<file path="src/rtl/pmsc_map.svh">
// Constants for the mode and status controller: timing counts, counter width, image size, block numbers and safe output level
`ifndef PMSC_MAP_SVH
`define PMSC_MAP_SVH
`define PMSC_CLK_MHZ            200
`define PMSC_DEBOUNCE_US        1000
`define PMSC_DEBOUNCE_CYC       (`PMSC_DEBOUNCE_US * `PMSC_CLK_MHZ)
`define PMSC_LAMP_TEST_MS       500
`define PMSC_LAMP_TEST_CYC      (`PMSC_LAMP_TEST_MS * 1000 * `PMSC_CLK_MHZ)
`define PMSC_FAST_HALF_MS       100
`define PMSC_FAST_HALF_CYC      (`PMSC_FAST_HALF_MS * 1000 * `PMSC_CLK_MHZ)
`define PMSC_SLOW_HALF_MS       500
`define PMSC_SLOW_HALF_CYC      (`PMSC_SLOW_HALF_MS * 1000 * `PMSC_CLK_MHZ)
`define PMSC_CNT_W              32
`define PMSC_IMAGE_LAST_BYTE    127
`define PMSC_STARTUP_BLOCK      20
`define PMSC_STOP_BLOCK         39
`define PMSC_SAFE_OUT           1'b0
`endif

</file>
<file path="src/rtl/pmsc_pkg.sv">
// Types for the mode and status controller
package pmsc_pkg;
    typedef enum logic [1:0] {
        PMSC_MC_MID,
        PMSC_MC_UP,
        PMSC_MC_DOWN
    } pmsc_mc_t;

    typedef enum logic [2:0] {
        PMSC_ST_LAMP,
        PMSC_ST_INIT,
        PMSC_ST_RUN,
        PMSC_ST_SOFT,
        PMSC_ST_HARD
    } pmsc_state_t;

    typedef enum logic [1:0] {
        PMSC_GO_NONE,
        PMSC_GO_OVERALL,
        PMSC_GO_RESET,
        PMSC_GO_RESTART
    } pmsc_start_t;
endpackage : pmsc_pkg

</file>
<file path="src/rtl/pmsc_ctrl.sv">
// Operating-state controller and front-panel indicator logic
// Summary of operation
// - Mode switch at run: execute program cyclically, run lamp lit.
// - Mode switch run to stop: enter stop state, stop lamp lit.
// - Overall reset erases and reinitializes all module and submodule RAM.
// - Reset clears flags, timers, counters, image; calls startup block; restarts program.
// - Restart resumes program where interrupted, keeping all retained data.
// - Soft stop may run stop-time block but digital outputs stay inhibited.
// - Hard stop runs nothing and exits only through power cycling.
// - In run: run lamp on, stop and hard-stop lamps off.
// - After power-up all three status lamps light briefly.
// - Initial start or program check: all three status lamps off.
// - Soft stop lamp steady, rapid flashing when overall reset is requested.
// - Soft stop caused by an error: stop lamp flashes slowly.
// - Hard stop: only the hard-stop lamp lit; code also lights the output-inhibit lamp.
// - Light ack-timeout lamp when a registered or accessed module fails to acknowledge.
// - Light ack-timeout lamp when a user memory access times out.
// - Light addressing-error lamp on reference to an unregistered image address.
// - Cycle monitor expiry interrupts cyclic processing, lights cycle-overrun lamp.
// - Output inhibit lights its lamp and forces digital outputs to zero.
// - Power-up in stop: stop lamp flashes rapidly, output-inhibit lamp lit.
// - Overall reset switch held with stop-to-run performs it; stop lamp then steady, or flashing slowly if an error stop is still pending.
// - Reset switch held with stop-to-run goes to run unless overall reset is requested; stop and inhibit lamps off.
// - Midpoint switch with stop-to-run restarts unless overall reset is requested; run lamp on, others off; code keeps sticky fault lamps lit until FAULT_CLEAR.
`include "pmsc_map.svh"
module pmsc_ctrl #(
    parameter int unsigned DEBOUNCE_CYC  = `PMSC_DEBOUNCE_CYC,
    parameter int unsigned LAMP_TEST_CYC = `PMSC_LAMP_TEST_CYC,
    parameter int unsigned FAST_HALF_CYC = `PMSC_FAST_HALF_CYC,
    parameter int unsigned SLOW_HALF_CYC = `PMSC_SLOW_HALF_CYC
) (
    input  wire logic        SYS_CLK,
    input  wire logic        RST,
    input  wire logic        CLK_EN,
    input  wire logic        MODE_RUN_SW,
    input  wire logic        MC_UP_SW,
    input  wire logic        MC_DOWN_SW,
    input  wire logic        OS_OVERALL_REQ,
    input  wire logic        ERROR_STOP,
    input  wire logic        HARD_FAULT,
    input  wire logic        INIT_DONE,
    input  wire logic        MEM_CLEAR_DONE,
    input  wire logic        MODULE_ACK_TIMEOUT,
    input  wire logic        USER_MEM_TIMEOUT,
    input  wire logic        ADDRESSING_ERROR,
    input  wire logic        CYCLE_MONITOR_EXPIRED,
    input  wire logic        FAULT_CLEAR,
    input  wire logic [7:0]  DIGITAL_OUT_IN,
    output logic [7:0]       DIGITAL_OUT,
    output logic             PROGRAM_RUN,
    output logic             STOP_BLOCK_ENABLE,
    output logic             RAM_ERASE_REQ,
    output logic             IMAGE_CLEAR_REQ,
    output logic             STARTUP_BLOCK_CALL,
    output logic             RESUME_REQ,
    output pmsc_pkg::pmsc_state_t STATE,
    output logic             RUN_INDICATOR,
    output logic             STOP_INDICATOR,
    output logic             HARD_STOP_INDICATOR,
    output logic             ACK_TIMEOUT_INDICATOR,
    output logic             ADDRESSING_ERROR_INDICATOR,
    output logic             CYCLE_OVERRUN_INDICATOR,
    output logic             OUTPUT_INHIBIT_INDICATOR
);
    import pmsc_pkg::*;

    // Switch synchronisers and debounce
    logic [2:0]  sw_raw;
    logic [2:0]  sync1_r, sync2_r, sync3_r;
    logic [2:0]  sw_db_r, sw_db_nxt;
    logic [2:0]  sw_prev_r;
    logic [31:0] db_cnt_r [3];
    logic [31:0] db_cnt_nxt [3];

    assign sw_raw = {MC_DOWN_SW, MC_UP_SW, MODE_RUN_SW};

    // A count restarts whenever the last two sync stages disagree or the level is already taken
    generate
        for (genvar i = 0; i < 3; i++) begin : g_db
            always_comb begin
                db_cnt_nxt[i] = db_cnt_r[i];
                sw_db_nxt[i]  = sw_db_r[i];
                if (sync2_r[i] != sync3_r[i] || sync3_r[i] == sw_db_r[i]) begin
                    db_cnt_nxt[i] = 32'h0;
                end else if (db_cnt_r[i] >= DEBOUNCE_CYC - 1) begin
                    db_cnt_nxt[i] = 32'h0;
                    sw_db_nxt[i]  = sync3_r[i];
                end else begin
                    db_cnt_nxt[i] = db_cnt_r[i] + 32'h1;
                end
            end
            always_ff @(posedge SYS_CLK) begin
                if (RST) begin
                    db_cnt_r[i] <= 32'h0;
                end else if (CLK_EN) begin
                    db_cnt_r[i] <= db_cnt_nxt[i];
                end
            end
        end
    endgenerate

    always_ff @(posedge SYS_CLK) begin
        if (RST) begin
            sync1_r   <= 3'h0;
            sync2_r   <= 3'h0;
            sync3_r   <= 3'h0;
            sw_db_r   <= 3'h0;
            sw_prev_r <= 3'h0;
        end else if (CLK_EN) begin
            sync1_r   <= sw_raw;
            sync2_r   <= sync1_r;
            sync3_r   <= sync2_r;
            sw_db_r   <= sw_db_nxt;
            sw_prev_r <= sw_db_r;
        end
    end

    logic     mode_run;
    logic     to_run;
    logic     to_stop;
    pmsc_mc_t mc_pos;

    assign mode_run = sw_db_r[0];
    assign to_run   = sw_db_r[0] & ~sw_prev_r[0];
    assign to_stop  = ~sw_db_r[0] & sw_prev_r[0];
    assign mc_pos   = sw_db_r[2] ? PMSC_MC_DOWN : (sw_db_r[1] ? PMSC_MC_UP : PMSC_MC_MID);

    // Operating state machine
    pmsc_state_t state_r, state_nxt;
    pmsc_start_t start_r, start_nxt;
    logic [31:0] lamp_cnt_r, lamp_cnt_nxt;
    logic        ovr_req_r, ovr_req_nxt;
    logic        err_stop_r, err_stop_nxt;
    logic        inhibit_r, inhibit_nxt;

    always_comb begin
        state_nxt    = state_r;
        start_nxt    = PMSC_GO_NONE;
        lamp_cnt_nxt = lamp_cnt_r;
        // Overall-reset request is sticky; a new request beats a clear in the same cycle
        ovr_req_nxt  = ovr_req_r | OS_OVERALL_REQ;
        err_stop_nxt = err_stop_r;
        inhibit_nxt  = inhibit_r;
        unique case (state_r)
            PMSC_ST_LAMP: begin
                inhibit_nxt = 1'b1;
                if (lamp_cnt_r >= LAMP_TEST_CYC - 1) begin
                    state_nxt   = PMSC_ST_INIT;
                    lamp_cnt_nxt = 32'h0;
                end else begin
                    lamp_cnt_nxt = lamp_cnt_r + 32'h1;
                end
            end
            PMSC_ST_INIT: begin
                if (INIT_DONE) begin
                    state_nxt = PMSC_ST_SOFT;
                    if (!mode_run) begin
                        ovr_req_nxt = 1'b1;
                    end
                end
            end
            PMSC_ST_RUN: begin
                inhibit_nxt = 1'b0;
                if (to_stop) begin
                    state_nxt   = PMSC_ST_SOFT;
                    inhibit_nxt = 1'b1;
                end else if (ERROR_STOP || CYCLE_MONITOR_EXPIRED) begin
                    state_nxt    = PMSC_ST_SOFT;
                    err_stop_nxt = 1'b1;
                    inhibit_nxt  = 1'b1;
                end
            end
            PMSC_ST_SOFT: begin
                inhibit_nxt = 1'b1;
                if (to_run) begin
                    unique case (mc_pos)
                        PMSC_MC_DOWN: begin
                            start_nxt   = PMSC_GO_OVERALL;
                            ovr_req_nxt = OS_OVERALL_REQ;
                        end
                        PMSC_MC_UP: begin
                            if (!ovr_req_r) begin
                                start_nxt    = PMSC_GO_RESET;
                                state_nxt    = PMSC_ST_RUN;
                                err_stop_nxt = 1'b0;
                                inhibit_nxt  = 1'b0;
                            end
                        end
                        PMSC_MC_MID: begin
                            if (!ovr_req_r) begin
                                start_nxt    = PMSC_GO_RESTART;
                                state_nxt    = PMSC_ST_RUN;
                                err_stop_nxt = 1'b0;
                                inhibit_nxt  = 1'b0;
                            end
                        end
                    endcase
                end
            end
            PMSC_ST_HARD: begin
                inhibit_nxt = 1'b1;
            end
        endcase
        // A hard fault overrides every other transition once lamp test is over
        // Only RST leaves hard stop, standing in for a power cycle
        if (HARD_FAULT && state_r != PMSC_ST_LAMP) begin
            state_nxt   = PMSC_ST_HARD;
            start_nxt   = PMSC_GO_NONE;
            inhibit_nxt = 1'b1;
        end
    end

    always_ff @(posedge SYS_CLK) begin
        if (RST) begin
            state_r    <= PMSC_ST_LAMP;
            start_r    <= PMSC_GO_NONE;
            lamp_cnt_r <= 32'h0;
            ovr_req_r  <= 1'b0;
            err_stop_r <= 1'b0;
            inhibit_r  <= 1'b1;
        end else if (CLK_EN) begin
            state_r    <= state_nxt;
            start_r    <= start_nxt;
            lamp_cnt_r <= lamp_cnt_nxt;
            ovr_req_r  <= ovr_req_nxt;
            err_stop_r <= err_stop_nxt;
            inhibit_r  <= inhibit_nxt;
        end
    end

    // Flash dividers
    logic [31:0] fast_cnt_r, fast_cnt_nxt;
    logic [31:0] slow_cnt_r, slow_cnt_nxt;
    logic        fast_ph_r, fast_ph_nxt;
    logic        slow_ph_r, slow_ph_nxt;

    always_comb begin
        fast_cnt_nxt = fast_cnt_r + 32'h1;
        fast_ph_nxt  = fast_ph_r;
        slow_cnt_nxt = slow_cnt_r + 32'h1;
        slow_ph_nxt  = slow_ph_r;
        if (fast_cnt_r >= FAST_HALF_CYC - 1) begin
            fast_cnt_nxt = 32'h0;
            fast_ph_nxt  = ~fast_ph_r;
        end
        if (slow_cnt_r >= SLOW_HALF_CYC - 1) begin
            slow_cnt_nxt = 32'h0;
            slow_ph_nxt  = ~slow_ph_r;
        end
    end

    always_ff @(posedge SYS_CLK) begin
        if (RST) begin
            fast_cnt_r <= 32'h0;
            slow_cnt_r <= 32'h0;
            fast_ph_r  <= 1'b0;
            slow_ph_r  <= 1'b0;
        end else if (CLK_EN) begin
            fast_cnt_r <= fast_cnt_nxt;
            slow_cnt_r <= slow_cnt_nxt;
            fast_ph_r  <= fast_ph_nxt;
            slow_ph_r  <= slow_ph_nxt;
        end
    end

    // Sticky fault lamps and registered outputs
    logic       ack_r, ack_nxt;
    logic       adf_r, adf_nxt;
    logic       cyc_r, cyc_nxt;
    logic       run_l, stop_l, hard_l;
    logic [7:0] dout_nxt;

    always_comb begin
        ack_nxt = (ack_r & ~FAULT_CLEAR) | MODULE_ACK_TIMEOUT | USER_MEM_TIMEOUT;
        adf_nxt = (adf_r & ~FAULT_CLEAR) | ADDRESSING_ERROR;
        cyc_nxt = (cyc_r & ~FAULT_CLEAR) | (CYCLE_MONITOR_EXPIRED & (state_r == PMSC_ST_RUN));
        run_l  = 1'b0;
        stop_l = 1'b0;
        hard_l = 1'b0;
        unique case (state_nxt)
            PMSC_ST_LAMP: begin
                run_l  = 1'b1;
                stop_l = 1'b1;
                hard_l = 1'b1;
            end
            PMSC_ST_INIT: begin
                run_l = 1'b0;
            end
            PMSC_ST_RUN: begin
                run_l = 1'b1;
            end
            PMSC_ST_SOFT: begin
                if (ovr_req_nxt) begin
                    stop_l = fast_ph_nxt;
                end else if (err_stop_nxt) begin
                    stop_l = slow_ph_nxt;
                end else begin
                    stop_l = 1'b1;
                end
            end
            PMSC_ST_HARD: begin
                hard_l = 1'b1;
            end
        endcase
        dout_nxt = inhibit_nxt ? {8{`PMSC_SAFE_OUT}} : DIGITAL_OUT_IN;
    end

    always_ff @(posedge SYS_CLK) begin
        if (RST) begin
            ack_r                      <= 1'b0;
            adf_r                      <= 1'b0;
            cyc_r                      <= 1'b0;
            RUN_INDICATOR              <= 1'b0;
            STOP_INDICATOR             <= 1'b0;
            HARD_STOP_INDICATOR        <= 1'b0;
            OUTPUT_INHIBIT_INDICATOR   <= 1'b1;
            DIGITAL_OUT                <= 8'h00;
        end else if (CLK_EN) begin
            ack_r                      <= ack_nxt;
            adf_r                      <= adf_nxt;
            cyc_r                      <= cyc_nxt;
            RUN_INDICATOR              <= run_l;
            STOP_INDICATOR             <= stop_l;
            HARD_STOP_INDICATOR        <= hard_l;
            OUTPUT_INHIBIT_INDICATOR   <= inhibit_nxt;
            DIGITAL_OUT                <= dout_nxt;
        end
    end

    assign ACK_TIMEOUT_INDICATOR      = ack_r;
    assign ADDRESSING_ERROR_INDICATOR = adf_r;
    assign CYCLE_OVERRUN_INDICATOR    = cyc_r;
    assign STATE                      = state_r;
    assign PROGRAM_RUN                = (state_r == PMSC_ST_RUN);
    assign STOP_BLOCK_ENABLE          = (state_r == PMSC_ST_SOFT);
    assign RAM_ERASE_REQ              = (start_r == PMSC_GO_OVERALL);
    assign IMAGE_CLEAR_REQ            = (start_r == PMSC_GO_RESET);
    assign STARTUP_BLOCK_CALL         = (start_r == PMSC_GO_RESET);
    assign RESUME_REQ                 = (start_r == PMSC_GO_RESTART);
endmodule : pmsc_ctrl

</file>
<file path="config.mk">
export PLATFORM = sky130hd
export DESIGN_NAME = pmsc_ctrl
export DESIGN_NICKNAME = d
export VERILOG_FILES = /design/src/rtl/pmsc_pkg.sv /design/src/rtl/pmsc_ctrl.sv
export VERILOG_INCLUDE_DIRS = /design/src /design/src/rtl
export SDC_FILE = /design/constraint.sdc
export NUM_CORES = 1
export LEC_CHECK = 0
export ABC_AREA = 0
export BUFFER_PORTS_ARGS = -buffer_cell sky130_fd_sc_hd__buf_4
export CAP_MARGIN = 20
export CELL_PAD_IN_SITES_DETAIL_PLACEMENT = 1
export CELL_PAD_IN_SITES_GLOBAL_PLACEMENT = 1
export CORE_MARGIN = 2
export CORE_UTILIZATION = 50
export CTS_BUF_LIST = sky130_fd_sc_hd__clkbuf_4
export DETAILED_ROUTE_END_ITERATION = 10
export GPL_TIMING_DRIVEN = 0
export PLACE_DENSITY = 0.88
export SETUP_SLACK_MARGIN = 0.3
export SYNTH_ARGS = -nofsm -noshare
export SYNTH_HDL_FRONTEND = slang
export SYNTH_SLANG_ARGS = --single-unit
</file>
<file path="constraint.sdc">
create_clock -name SYS_CLK -period 4.3 [get_ports SYS_CLK]
set_clock_uncertainty 0.15 [all_clocks]
set_input_delay 0.645 -clock SYS_CLK [delete_from_list [all_inputs] [get_ports SYS_CLK]]
set_output_delay 0.645 -clock SYS_CLK [all_outputs]
set_load 0.1 [all_outputs]
</file>
# ---- Yosys cells after proc, flatten, opt, wreduce, memory -nomap -nowiden
# Memory sizes are Yosys's and may differ from the RTL's.
# Index checks and enable logic that the tools add are counted.
# W data, S select, Z words.
dict set report classes {
  eq_ne 18
  muxes 60
  n_bitwise 22
  n_addsub 6
  n_reduce_logical 17
  order_cmp 6
}
# operator count
set op_table {}
lappend op_table {{$mux W32} 12}
lappend op_table {{$add A32 B1 Y32 const B} 6}
lappend op_table {{$ge A32 B18 Y1 const B} 3}
lappend op_table {{$ge A32 B27 Y1 const B} 2}
lappend op_table {{$ge A32 B25 Y1 const B} 1}
lappend op_table {{$mux W1} 27}
lappend op_table {{$mux W3} 8}
lappend op_table {{$eq A3 B2 Y1 const B} 4}
lappend op_table {{$mux W2} 6}
lappend op_table {{$pmux W3 S4} 1}
lappend op_table {{$reduce_and A3 Y1} 3}
lappend op_table {{$mux W8} 1}
lappend op_table {{$not A1 Y1} 8}
lappend op_table {{$or A1 B1 Y1} 8}
lappend op_table {{$reduce_or A2 Y1} 4}
lappend op_table {{$and A1 B1 Y1} 6}
lappend op_table {{$eq A2 B2 Y1 const B} 3}
lappend op_table {{$eq A3 B3 Y1 const B} 2}
lappend op_table {{$logic_not A3 Y1} 2}
lappend op_table {{$pmux W1 S2} 3}
lappend op_table {{$pmux W2 S3} 1}
lappend op_table {{$eq A2 B1 Y1 const B} 2}
lappend op_table {{$logic_or A1 B1 Y1} 4}
lappend op_table {{$eq A1 B1 Y1} 3}
lappend op_table {{7 further kinds} 9}
dict set report word_totals {
  output_inout_bits 24
  reg_bits 133
  mem_count 1
  mem_bits_rw 96
}
# memory words width read_ports rd_ports_with_merged_regs write_ports line
set mem_list {}
lappend mem_list {db_cnt_r 3 32 3 0 3 pmsc_ctrl.sv:72} ;# logic [31:0] db_cnt_r [3];

# ---- Longest topological paths before layout
# Gate-level depths: netlist of the first run.
dict set report depth {
  word_depth 11
  depth_mapped 10
  mapped_depth_nobuf 7
}

# ---- Worst setup path before layout of the first run
# Ideal clock, no wire load.
dict set report synth_timing {
  kind {reg-to-reg}
  startpoint {reg state_r[1] (netlist: STATE[1])}
  endpoint {reg STOP_INDICATOR}
  t_required_ns 4.034
  arrival_ns 4.703
  path_slack_ns -0.669
  stages_incl_launch_ff 7
  setup_ns 0.116
  period_less_slack_ns 4.969
  cell_sequence {dfxtp_1 > nor3b_1 > o21ai_0 > a21oi_1 > a2bb2oi_1 > o2111ai_1 > a31o_2}
}
# item line
set synth_rtl {}
lappend synth_rtl {{start: declaration} pmsc_ctrl.sv:129} ;# pmsc_state_t state_r, state_nxt;
lappend synth_rtl {{start signal: assignment} pmsc_ctrl.sv:222} ;# state_r <= state_nxt;
lappend synth_rtl {{$eq A3 B2 Y1 (*)} --}
lappend synth_rtl {{net PROGRAM_RUN} pmsc_ctrl.sv:50} ;# output logic PROGRAM_RUN,
lappend synth_rtl {{$pmux W3 S4 or $pmux W1 S2 (tied branches)} pmsc_ctrl.sv:144} ;# unique case (state_r)
lappend synth_rtl {{$mux W3 or $mux W1 (tied branches)} {pmsc_ctrl.sv:206, pmsc_ctrl.sv:295}}
lappend synth_rtl {{$eq A3 B2 Y1 (tied with other cells)} pmsc_ctrl.sv:280} ;# unique case (state_nxt)
lappend synth_rtl {{$pmux W1 S2 (*)} pmsc_ctrl.sv:280}
lappend synth_rtl {{end signal: assignment} pmsc_ctrl.sv:323} ;# STOP_INDICATOR <= stop_l;
lappend synth_rtl {{end: declaration} pmsc_ctrl.sv:58} ;# output logic STOP_INDICATOR,
# The timed path passes the listed nets; every way through them passes the cells marked *.
# A chain may end at the register's enable or synchronous reset.

==> impl_results.html, run 1 <==
<table>
<tr><th>Metric</th><th>Value</th></tr>
<tr><th colspan="2">Run status</th></tr>
<tr><td>Status</td><td>finished clean</td></tr>
<tr><th colspan="2">STA</th></tr>
<tr><td>Maximum clock frequency</td><td>~340 MHz</td></tr>
<tr><td>TNS Setup</td><td>0 ns</td></tr>
<tr><td># setup viols final</td><td>0</td></tr>
<tr><td>Pins over their slew limit</td><td>0</td></tr>
<tr><td>Ratio of final minimum period to clock period</td><td>0.684</td></tr>
<tr><td>Setup repair after global routing missed its margin</td><td>false</td></tr>
<tr><td>Period minus WS final</td><td>roughly 2.9 ns</td></tr>
<tr><td>Actual slew at the worst max-slew pin</td><td>between 1 and 1.5 ns</td></tr>
<tr><td>Final critical-path setup slack</td><td>roughly 1.4 ns</td></tr>
<tr><td>Normalized max-slew margin</td><td>0.301</td></tr>
<tr><td>Hold violation total from the final report</td><td>0</td></tr>
<tr><th colspan="2">Global route</th></tr>
<tr><td>Met3 Use GR</td><td>0.0534</td></tr>
<tr><td>GRT overflow</td><td>0</td></tr>
<tr><td>GR Util All Layers</td><td>0.246</td></tr>
<tr><td>GRT Max-Usage Layer</td><td>met2</td></tr>
<tr><td>Antenna violations before repair</td><td>1</td></tr>
<tr><td>Via count of the first global-routing pass</td><td>about 8.6k</td></tr>
<tr><td>Met2 usage</td><td>0.437</td></tr>
<tr><td>Global-route wire length before repair</td><td>42800 µm</td></tr>
<tr><td>Largest net degree at the start of global routing</td><td>about 80</td></tr>
<tr><td>Met1 GRT Util</td><td>0.292</td></tr>
<tr><th colspan="2">Power and ir drop</th></tr>
<tr><td>Leak Pwr</td><td>~4.4 nW</td></tr>
<tr><td>Maximum vdd drop</td><td>0.188 mV</td></tr>
<tr><td>Cell Pwr Density</td><td>between 300 and 400 nW/µm²</td></tr>
<tr><th colspan="2">Finish</th></tr>
<tr><td>Fraction of final layout cells sized beyond drive strength 1</td><td>0.131</td></tr>
<tr><td>Post-layout nets</td><td>1209</td></tr>
<tr><td>Final non-filler cell area</td><td>about 12000 µm²</td></tr>
<tr><td>FILL cells</td><td>2324</td></tr>
<tr><td>Signed area change from the synthesized netlist to the final layout</td><td>16.5%</td></tr>
<tr><th colspan="2">Clocking</th></tr>
<tr><td>Clock Sink Count</td><td>about 230</td></tr>
<tr><td>Post-CTS Setup Repair Bufs</td><td>0</td></tr>
<tr><td>H-tree depth</td><td>2</td></tr>
<tr><td>Clock input transition at the sequential cells of the worst setup and hold paths</td><td>approximately 0.06 ns</td></tr>
<tr><td>Clock tree from TritonCTS</td><td>yes</td></tr>
<tr><td>CTS Root Cell</td><td>sky130_fd_sc_hd__clkbuf_4</td></tr>
<tr><td>Clock buffer count from CTS</td><td>59</td></tr>
<tr><td>Clock network latency to the later pin of the worst-skew pair</td><td>just over 0.7 ns</td></tr>
<tr><td>Clk buf depth</td><td>3</td></tr>
<tr><th colspan="2">Placement</th></tr>
<tr><td>I/O Buffers</td><td>46</td></tr>
<tr><td>Placed wire-length estimate after detailed placement</td><td>around 17000 µm</td></tr>
<tr><td>Setup slack after placement</td><td>1.17 ns</td></tr>
<tr><td>Routability cong.</td><td>0.796</td></tr>
<tr><td>Post-placement cell area</td><td>11000 µm²</td></tr>
<tr><th colspan="2">Die</th></tr>
<tr><td>Placement row count</td><td>52</td></tr>
<tr><td>Die boundary width</td><td>roughly 150 µm</td></tr>
<tr><td>Ports</td><td>48</td></tr>
<tr><td>Starting density of the core</td><td>0.505</td></tr>
<tr><td>Core region area</td><td>roughly 20000 µm²</td></tr>
<tr><td>Die outline height</td><td>146 µm</td></tr>
<tr><td>Die area</td><td>about 21000 µm²</td></tr>
<tr><th colspan="2">Logic synthesis</th></tr>
<tr><td>Multiplexer fraction of the synthesized cell area</td><td>0.0128</td></tr>
<tr><td>Share of synthesized flip-flops with an asynchronous set or reset</td><td>0</td></tr>
<tr><td>YS warnings</td><td>0</td></tr>
<tr><td>Average cell area after synthesis</td><td>9.94 µm²</td></tr>
<tr><td>Complex-gate fraction of the synthesized area</td><td>0.0677</td></tr>
<tr><td>Sequential cell area fraction in the yosys report</td><td>0.546</td></tr>
<tr><td>Synthesized-area fraction occupied by xor and xnor cells</td><td>0.106</td></tr>
<tr><td>Number of different library cells in the post-synthesis netlist</td><td>60</td></tr>
<tr><td>Largest family of logic cells by synthesized area</td><td>simple AND/OR/NAND/NOR gates</td></tr>
<tr><td>Simple-gate share of the synthesized area</td><td>0.236</td></tr>
<tr><td>Post-Synthesis Cells</td><td>approximately 1k</td></tr>
<tr><td>Synth Cell Area</td><td>approximately 10000 µm²</td></tr>
<tr><td>Total of flip-flops plus latches after synthesis</td><td>~230</td></tr>
<tr><td>Most used flip-flop cell after synthesis</td><td>sky130_fd_sc_hd__dfxtp_1</td></tr>
<tr><td>Post-synth EDFFs</td><td>96</td></tr>
<tr><td>Adder-Cell Fraction of Synth Area</td><td>0.00740</td></tr>
<tr><th colspan="2">Setup path</th></tr>
<tr><td>Worst Setup End Kind</td><td>flop</td></tr>
<tr><td>Maximum fanout count along the critical path</td><td>10</td></tr>
<tr><td>Worst EP arrival</td><td>roughly 3.3 ns</td></tr>
<tr><td>R2R depth</td><td>6</td></tr>
<tr><td>Worst setup slack for register-to-register paths</td><td>roughly 1.4 ns</td></tr>
<tr><td>Endpoint required time on the critical path</td><td>between 4 and 5 ns</td></tr>
<tr><td>FF-to-FF Start</td><td>db_cnt_r[2][15]</td></tr>
<tr><td>Startpoint types</td><td>flop</td></tr>
<tr><td>Kind of critical path</td><td>reg2reg</td></tr>
<tr><td>Destination of the worst register-to-register timing path</td><td>db_cnt_r[2][0]</td></tr>
<tr><th colspan="2">Drt</th></tr>
<tr><td>Number of design-rule violations left by the first detailed-router iteration</td><td>402</td></tr>
<tr><td>Overall routed net length</td><td>25900 µm</td></tr>
<tr><td>Antenna Violating Nets Remaining</td><td>0</td></tr>
<tr><td>Initial DRT Pass Iterations</td><td>5</td></tr>
<tr><td>Vias per inst</td><td>5.51</td></tr>
<tr><td>Routed wire per std cell</td><td>17.4 µm</td></tr>
<tr><td>Total vias in the final route</td><td>8194</td></tr>
<tr><td>Number of remaining DRC errors</td><td>0</td></tr>
<tr><th colspan="2">Hold path</th></tr>
<tr><td>Hold Path End</td><td>sync1_r[2]</td></tr>
<tr><td>Number of instances on the worst hold path</td><td>3</td></tr>
<tr><td>Tightest Hold Check Type</td><td>in2reg</td></tr>
<tr><td>Critical hold path startpoint</td><td>MC_DOWN_SW</td></tr>
<tr><th colspan="2">Job</th></tr>
<tr><td>Reported max-cap violation count</td><td>0</td></tr>
</table>
==> worst max-delay path: stages (launching register included) <==
cell,delay [ns]
sky130_fd_sc_hd__edfxtp_1,0.45
sky130_fd_sc_hd__or4_1,0.57
sky130_fd_sc_hd__a211o_1,0.29
sky130_fd_sc_hd__a41oi_2,0.33
sky130_fd_sc_hd__nand3_1,0.46
sky130_fd_sc_hd__clkbuf_1,0.36
sky130_fd_sc_hd__nor2_1,0.16
==> cells in the final DEF (no fill, tap or decap), drive strengths merged, types with 8 or more instances in the layout <==
cell type	synthesis	layout
buf	12	59
clkbuf	17	107
and3	22	22
or4	9	9
conb	1	42
nand2	66	66
nor4	18	18
o21ai	13	13
inv	24	24
xor2	67	67
dfxtp	133	133
nand4	41	41
clkinv	0	9
edfxtp	96	96
mux2i	13	13
xnor2	56	56
a31oi	12	12
a22o	13	13
nor3	26	26
and4	10	10
nand3	46	46
a21oi	27	27
or3	8	8
dlygate4sd3	0	9
nor2	222	222
==> worst max path at each step <==
stage	end	startpoint	slack (ns)
floorplan	STOP_INDICATOR	STATE[1]	0.53
global placement	db_cnt_r[1][0]	CLK_EN	-0.22
detailed placement	fast_cnt_r[30]	CLK_EN	1.17
CTS	db_cnt_r[2][12]	db_cnt_r[2][15]	1.31
global route	slow_cnt_r[10]	slow_cnt_r[23]	1.11
finish	db_cnt_r[2][0]	db_cnt_r[2][15]	1.36
==> Yosys cell counts (16+ instances only) <==
master,number,area share
sky130_fd_sc_hd__nor2_1,222,0.082
sky130_fd_sc_hd__dfxtp_1,133,0.26
sky130_fd_sc_hd__edfxtp_1,96,0.28
sky130_fd_sc_hd__xor2_1,67,0.058
sky130_fd_sc_hd__nand2_1,66,0.024
sky130_fd_sc_hd__xnor2_1,56,0.048
sky130_fd_sc_hd__nand3_1,46,0.023
sky130_fd_sc_hd__nand4_1,41,0.025
sky130_fd_sc_hd__a21oi_1,27,0.013
sky130_fd_sc_hd__nor3_1,26,0.013
sky130_fd_sc_hd__inv_1,24,0.0089
sky130_fd_sc_hd__and3_1,22,0.014
sky130_fd_sc_hd__clkbuf_1,17,0.0063
sky130_fd_sc_hd__nor4_1,16,0.0099
==> layer usage <==
metal | part of all wire | wire length [µm]
met1 | 0.42 | 10800
met2 | 0.51 | 13200
met3 | 0.047 | 1210
met4 | 0.026 | 680
met5 | 0 | 0
==> cells by family (layout without fill, tap and decap cells) <==
| logic type | after synthesis | in the layout |
|---|---|---|
| simple gates | 497 | 497 |
| flops | 229 | 229 |
| xor+xnor | 123 | 123 |
| compound gates | 99 | 99 |
| buf+inv | 53 | 208 |
| mux | 13 | 13 |
| fa+ha+maj | 6 | 6 |
| other cells | 1 | 43 |
==> timing repair <==
item                                   CTS  global route
gates resized for setup                  0             0
hold buffers                             9             0
endpoints found under the hold margin    9             0
==> stage by stage <==
step | hold slack (ns) | utilization | total power, mW | instances
2_1_floorplan | 0.287 | - | 2.54 | 1062
3_3_place_gp | 0.298 | 0.547 | 2.60 | 1378
3_5_place_dp | 0.315 | 0.548 | 2.61 | 1379
4_1_cts | 0.0134 | 0.588 | 4.45 | 1487
5_1_grt | 0.0161 | 0.588 | 4.58 | 1488
6_report | 0.0738 | 0.588 | 4.40 | 1488
==> area by class of cell <==
type | instances | area (µm²) | share of cell area
Antenna cell | 1 | 2.50 | 0.000212
Buffer | 29 | 148 | 0.0125
Clock buffer | 90 | 676 | 0.0572
Clock inverter | 9 | 33.8 | 0.00286
Inverter | 24 | 92.6 | 0.00783
Multi-Input combinational cell | 780 | 4520 | 0.383
Sequential cell | 229 | 5550 | 0.469
Tap cell | 270 | 338 | 0.0286
Timing Repair Buffer | 56 | 463 | 0.0392
==> registers in the layout, summed over array words and instances, names as in the netlist, 2 cells and up <==
register     count
sync1_r          3
fast_cnt_r      32
lamp_cnt_r      32
slow_cnt_r      32
sw_db_r          3
db_cnt_r        96
sync3_r          3
DIGITAL_OUT      8
start_r          2
sync2_r          3
STATE            3
==> where the power goes <==
group	total (mW)	internal (mW)	leakage, nW	switching [mW]
combinational	0.192	0.0657	1.86	0.127
clock	1.82	0.938	0.428	0.886
sequential	2.38	2.34	2.10	0.0490
total	4.40	3.34	4.39	1.06
Note: power is estimated with default switching activity, not from simulation.
==> inputs of run 2 (changes only) <==
- ABC_AREA: 0 -> 1
- CORE_UTILIZATION: 50 -> 44
- PLACE_DENSITY: 0.88 -> 0.84
- clock period: 4.3 -> 2.4 ns (I/O delays scaled with it)
==> impl_results.html, run 2 <==
<table>
<tr><th>Metric</th><th>Value</th></tr>
<tr><th colspan="2">Global route</th></tr>
<tr><td>GRT overflow</td><td>0</td></tr>
<tr><td>Largest net degree at the start of global routing</td><td>63</td></tr>
<tr><td>Via count of the first global-routing pass</td><td>around 10k</td></tr>
<tr><td>GR Util All Layers</td><td>0.230</td></tr>
<tr><td>Antenna violations before repair</td><td>1</td></tr>
<tr><td>Global-route wire length before repair</td><td>48500 µm</td></tr>
<tr><th colspan="2">Finish</th></tr>
<tr><td>Register bank with the most flops</td><td>db_cnt_r</td></tr>
<tr><td>Layout Utilization</td><td>0.588</td></tr>
<tr><td>Fraction of final layout cells sized beyond drive strength 1</td><td>0.289</td></tr>
<tr><td>Final non-filler cell total</td><td>1888</td></tr>
<tr><td>Most common cell after layout, fill and taps aside</td><td>sky130_fd_sc_hd__nand2_1</td></tr>
<tr><td>Signed area change from the synthesized netlist to the final layout</td><td>32.1%</td></tr>
<tr><td>Most used cells in the layout excluding fill and tap cells</td><td>sky130_fd_sc_hd__nand2_1, sky130_fd_sc_hd__nor2_1, sky130_fd_sc_hd__inv_1</td></tr>
<tr><td>Post-layout nets</td><td>~1.5k</td></tr>
<tr><td>Reg area</td><td>around 5600 µm²</td></tr>
<tr><td>FILL cells</td><td>between 2k and 3k</td></tr>
<tr><td>Area occupied by multi-input gates</td><td>between 5000 and 6000 µm²</td></tr>
<tr><td>Flip-flop count of the largest register after layout</td><td>between 90 and 100</td></tr>
<tr><th colspan="2">Drt</th></tr>
<tr><td>Total vias in the final route</td><td>9784</td></tr>
<tr><td>Initial DRT Pass Iterations</td><td>5</td></tr>
<tr><td>Antenna Violating Nets Remaining</td><td>0</td></tr>
<tr><td>Overall routed net length</td><td>33800 µm</td></tr>
<tr><td>Routed wire per std cell</td><td>around 18 µm</td></tr>
<tr><td>Number of design-rule violations left by the first detailed-router iteration</td><td>415</td></tr>
<tr><td>Vias per inst</td><td>roughly 5.2</td></tr>
<tr><td>Number of remaining DRC errors</td><td>0</td></tr>
<tr><th colspan="2">Power and ir drop</th></tr>
<tr><td>Maximum vdd drop</td><td>around 0.37 mV</td></tr>
<tr><td>Cell Pwr Density</td><td>approximately 600 nW/µm²</td></tr>
<tr><td>Overall power after layout</td><td>8.34 mW</td></tr>
<tr><td>Leak Pwr</td><td>roughly 5.6 nW</td></tr>
<tr><th colspan="2">Setup path</th></tr>
<tr><td>Ordered cell list for the critical path</td><td>buf_6, ha_4, nand3_4, nor2_4, nor2_2, o21ai_1, nand2_1, nand2_1, nand3_2, nand4_4, buf_6, nor3_2</td></tr>
<tr><td>Kind of critical path</td><td>reg2reg</td></tr>
<tr><td>Delay contributed by the slowest stage of the critical path</td><td>between 0.4 and 0.5 ns</td></tr>
<tr><td>Worst EP arrival</td><td>about 2.6 ns</td></tr>
<tr><td>R2R depth</td><td>12</td></tr>
<tr><td>Worst setup slack for register-to-register paths</td><td>roughly 0.15 ns</td></tr>
<tr><td>Destination of the worst register-to-register timing path</td><td>db_cnt_r[1][11]</td></tr>
<tr><td>Family of cells with the greatest summed delay on the critical path</td><td>simple AND/OR/NAND/NOR gates</td></tr>
<tr><td>Maximum fanout count along the critical path</td><td>4</td></tr>
<tr><td>Worst Setup End Kind</td><td>flop</td></tr>
<tr><td>Endpoint required time on the critical path</td><td>~2.8 ns</td></tr>
<tr><td>Slowest CP cell</td><td>sky130_fd_sc_hd__edfxtp_1</td></tr>
<tr><td>FF-to-FF Start</td><td>db_cnt_r[1][0]</td></tr>
<tr><td>Startpoint types</td><td>flop</td></tr>
<tr><td>Buf/Inv on CP</td><td>2</td></tr>
<tr><th colspan="2">Clocking</th></tr>
<tr><td>Clock tree from TritonCTS</td><td>yes</td></tr>
<tr><td>Clock buffer count from CTS</td><td>between 60 and 70</td></tr>
<tr><td>Clk buf depth</td><td>3</td></tr>
<tr><td>Clock input transition at the sequential cells of the worst setup and hold paths</td><td>about 0.070 ns</td></tr>
<tr><td>CTS Root Cell</td><td>sky130_fd_sc_hd__clkbuf_4</td></tr>
<tr><td>H-tree depth</td><td>2</td></tr>
<tr><td>Clock Sink Count</td><td>about 230</td></tr>
<tr><td>Clock network latency to the later pin of the worst-skew pair</td><td>~0.72 ns</td></tr>
<tr><th colspan="2">STA</th></tr>
<tr><td># setup viols final</td><td>0</td></tr>
<tr><td>Hold violation total from the final report</td><td>0</td></tr>
<tr><td>Ratio of final minimum period to clock period</td><td>0.937</td></tr>
<tr><td>Pins over their slew limit</td><td>0</td></tr>
<tr><td>Period minus WS final</td><td>~2.2 ns</td></tr>
<tr><td>Actual slew at the worst max-slew pin</td><td>0.655 ns</td></tr>
<tr><td>Maximum clock frequency</td><td>445 MHz</td></tr>
<tr><td>Normalized max-slew margin</td><td>0.563</td></tr>
<tr><td>Final hold slack</td><td>roughly 0.060 ns</td></tr>
<tr><td>Setup repair after global routing missed its margin</td><td>true</td></tr>
<tr><td>TNS Setup</td><td>0 ns</td></tr>
<tr><th colspan="2">Logic synthesis</th></tr>
<tr><td>Dominant cell by count in the synthesized netlist</td><td>sky130_fd_sc_hd__nand2_1</td></tr>
<tr><td>Share of synthesized flip-flops with an asynchronous set or reset</td><td>0</td></tr>
<tr><td>Most numerous cell types in the synthesized netlist</td><td>sky130_fd_sc_hd__nand2_1, sky130_fd_sc_hd__nor2_1, sky130_fd_sc_hd__inv_1</td></tr>
<tr><td>Area share of the largest cell type after synthesis</td><td>0.268</td></tr>
<tr><td>Total of flip-flops plus latches after synthesis</td><td>229</td></tr>
<tr><td>YS warnings</td><td>0</td></tr>
<tr><td>Post-Synthesis Cells</td><td>1256</td></tr>
<tr><td>Synth Cell Area</td><td>about 11000 µm²</td></tr>
<tr><td>Average cell area after synthesis</td><td>8.57 µm²</td></tr>
<tr><td>Ranking of synthesized cells by area</td><td>sky130_fd_sc_hd__edfxtp_1, sky130_fd_sc_hd__dfxtp_1, sky130_fd_sc_hd__nand2_1, sky130_fd_sc_hd__nor2_1, sky130_fd_sc_hd__inv_1</td></tr>
<tr><td>Number of different library cells in the post-synthesis netlist</td><td>56</td></tr>
<tr><td>Sequential cell area fraction in the yosys report</td><td>0.515</td></tr>
<tr><td>Most used flip-flop cell after synthesis</td><td>sky130_fd_sc_hd__dfxtp_1</td></tr>
<tr><td>Post-synth EDFFs</td><td>96</td></tr>
<tr><td>Leading area contributor after synthesis</td><td>sky130_fd_sc_hd__edfxtp_1</td></tr>
<tr><th colspan="2">Hold path</th></tr>
<tr><td>Critical hold path startpoint</td><td>CLK_EN</td></tr>
<tr><td>Tightest Hold Check Type</td><td>in2reg</td></tr>
<tr><td>Hold Path End</td><td>fast_cnt_r[3]</td></tr>
<tr><td>Number of instances on the worst hold path</td><td>4</td></tr>
<tr><th colspan="2">Run status</th></tr>
<tr><td>Status</td><td>finished clean</td></tr>
<tr><th colspan="2">Die</th></tr>
<tr><td>Die boundary width</td><td>160 µm</td></tr>
<tr><td>Die area</td><td>~26000 µm²</td></tr>
<tr><td>Starting density of the core</td><td>0.445</td></tr>
<tr><td>Placement row count</td><td>57</td></tr>
<tr><td>Core region area</td><td>between 20000 and 25000 µm²</td></tr>
<tr><td>Ports</td><td>48</td></tr>
<tr><td>Die outline height</td><td>around 160 µm</td></tr>
<tr><th colspan="2">Placement</th></tr>
<tr><td>I/O Buffers</td><td>between 40 and 50</td></tr>
<tr><td># placed instances</td><td>between 1.5k and 2k</td></tr>
<tr><td>Placed wire-length estimate after detailed placement</td><td>~19000 µm</td></tr>
<tr><td>Routability cong.</td><td>between 0.8 and 0.9</td></tr>
<tr><th colspan="2">Job</th></tr>
<tr><td>Reported max-cap violation count</td><td>0</td></tr>
</table>
## run 2: changes by cell type after synthesis, moves of 20 or more
cell                      before  now
sky130_fd_sc_hd__nor2_1      222  198
sky130_fd_sc_hd__and3_1       22    2
sky130_fd_sc_hd__a21oi_1      27   48
sky130_fd_sc_hd__inv_1        24  137
sky130_fd_sc_hd__nor3_1       26   46
sky130_fd_sc_hd__xnor2_1      56   15
sky130_fd_sc_hd__nand2_1      66  233
sky130_fd_sc_hd__xor2_1       67   40
## run 2: repair_timing
item	in CTS	in global routing
setup buffers	22	47
gates cloned	2	1
endpoints found under the hold margin	32	0
hold buffers	34	0
pin swaps	16	39
setup endpoints to repair	81	118
gates resized for setup	81	132
## run 2: worst max-delay path by stage
stage | start | end | slack, ns | depth (start not counted)
global route | db_cnt_r[1][0] | db_cnt_r[1][11] | 0.06 | 12
CTS | db_cnt_r[2][0] | db_cnt_r[2][17] | 0.22 | 12
finish | db_cnt_r[1][0] | db_cnt_r[1][11] | 0.15 | 12
floorplan | start_r[1] | STARTUP_BLOCK_CALL | 0.25 | 3
detailed placement | db_cnt_r[2][0] | db_cnt_r[2][17] | -0.27 | 11
global placement | db_cnt_r[2][0] | db_cnt_r[2][17] | -0.09 | 11
## run 2: logic make-up (layout without fill, tap and decap cells)
logic type | after synthesis | after routing | synth area share
simple gates | 669 | 669 | 0.300
flops | 229 | 229 | 0.515
other cells | 1 | 43 | 0.000348
buf+inv | 177 | 443 | 0.0657
xor+xnor | 55 | 55 | 0.0448
fa+ha+maj | 6 | 6 | 0.00697
compound gates | 119 | 119 | 0.0672
## run 2: area by class of cell
type / instances / share of cell area
sequential: 229 / 0.392
buffer: 20 / 0.0118
multi-input combinational: 891 / 0.372
tap: 324 / 0.0285
antenna: 1 / 0.000176
inverter: 157 / 0.0433
timing repair buffer: 152 / 0.0967
clock buffer: 96 / 0.0507
clock inverter: 18 / 0.00484
## run 2: worst register-to-register path: cells and delay by family, from the launching register on
| family | cells | cell delay [ns] |
|---|---|---|
| AND/OR/NAND/NOR | 8 | 0.88 |
| adder cells (fa/ha/maj) | 1 | 0.16 |
| flip-flops | 1 | 0.46 |
| AO/OA/AOI/OAI | 1 | 0.07 |
| buffers and inverters | 2 | 0.36 |
## run 2: stage by stage
stage               setup slack [ns]  area [µm²]
global route                  0.0573       14200
CTS                            0.223       13400
floorplan                      0.249       11000
detailed placement            -0.270       11700
finish                         0.151       14200
global placement             -0.0881       11700
## run 2: power breakdown
part,switching [mW],internal [mW],total [mW]
logic,0.329,0.169,0.498
registers,0.101,4.19,4.29
clock network,1.75,1.81,3.56
total,2.18,6.16,8.34
## run 2: layer usage
metal | routed length (µm) | up-vias | GRT usage
li1 | - | 4675 | -
met1 | 13700 | 4816 | 0.267
met2 | 18000 | 220 | 0.425
met3 | 1330 | 73 | 0.0449
met4 | 852 | 0 | 0.0786
met5 | 0 | - | 0
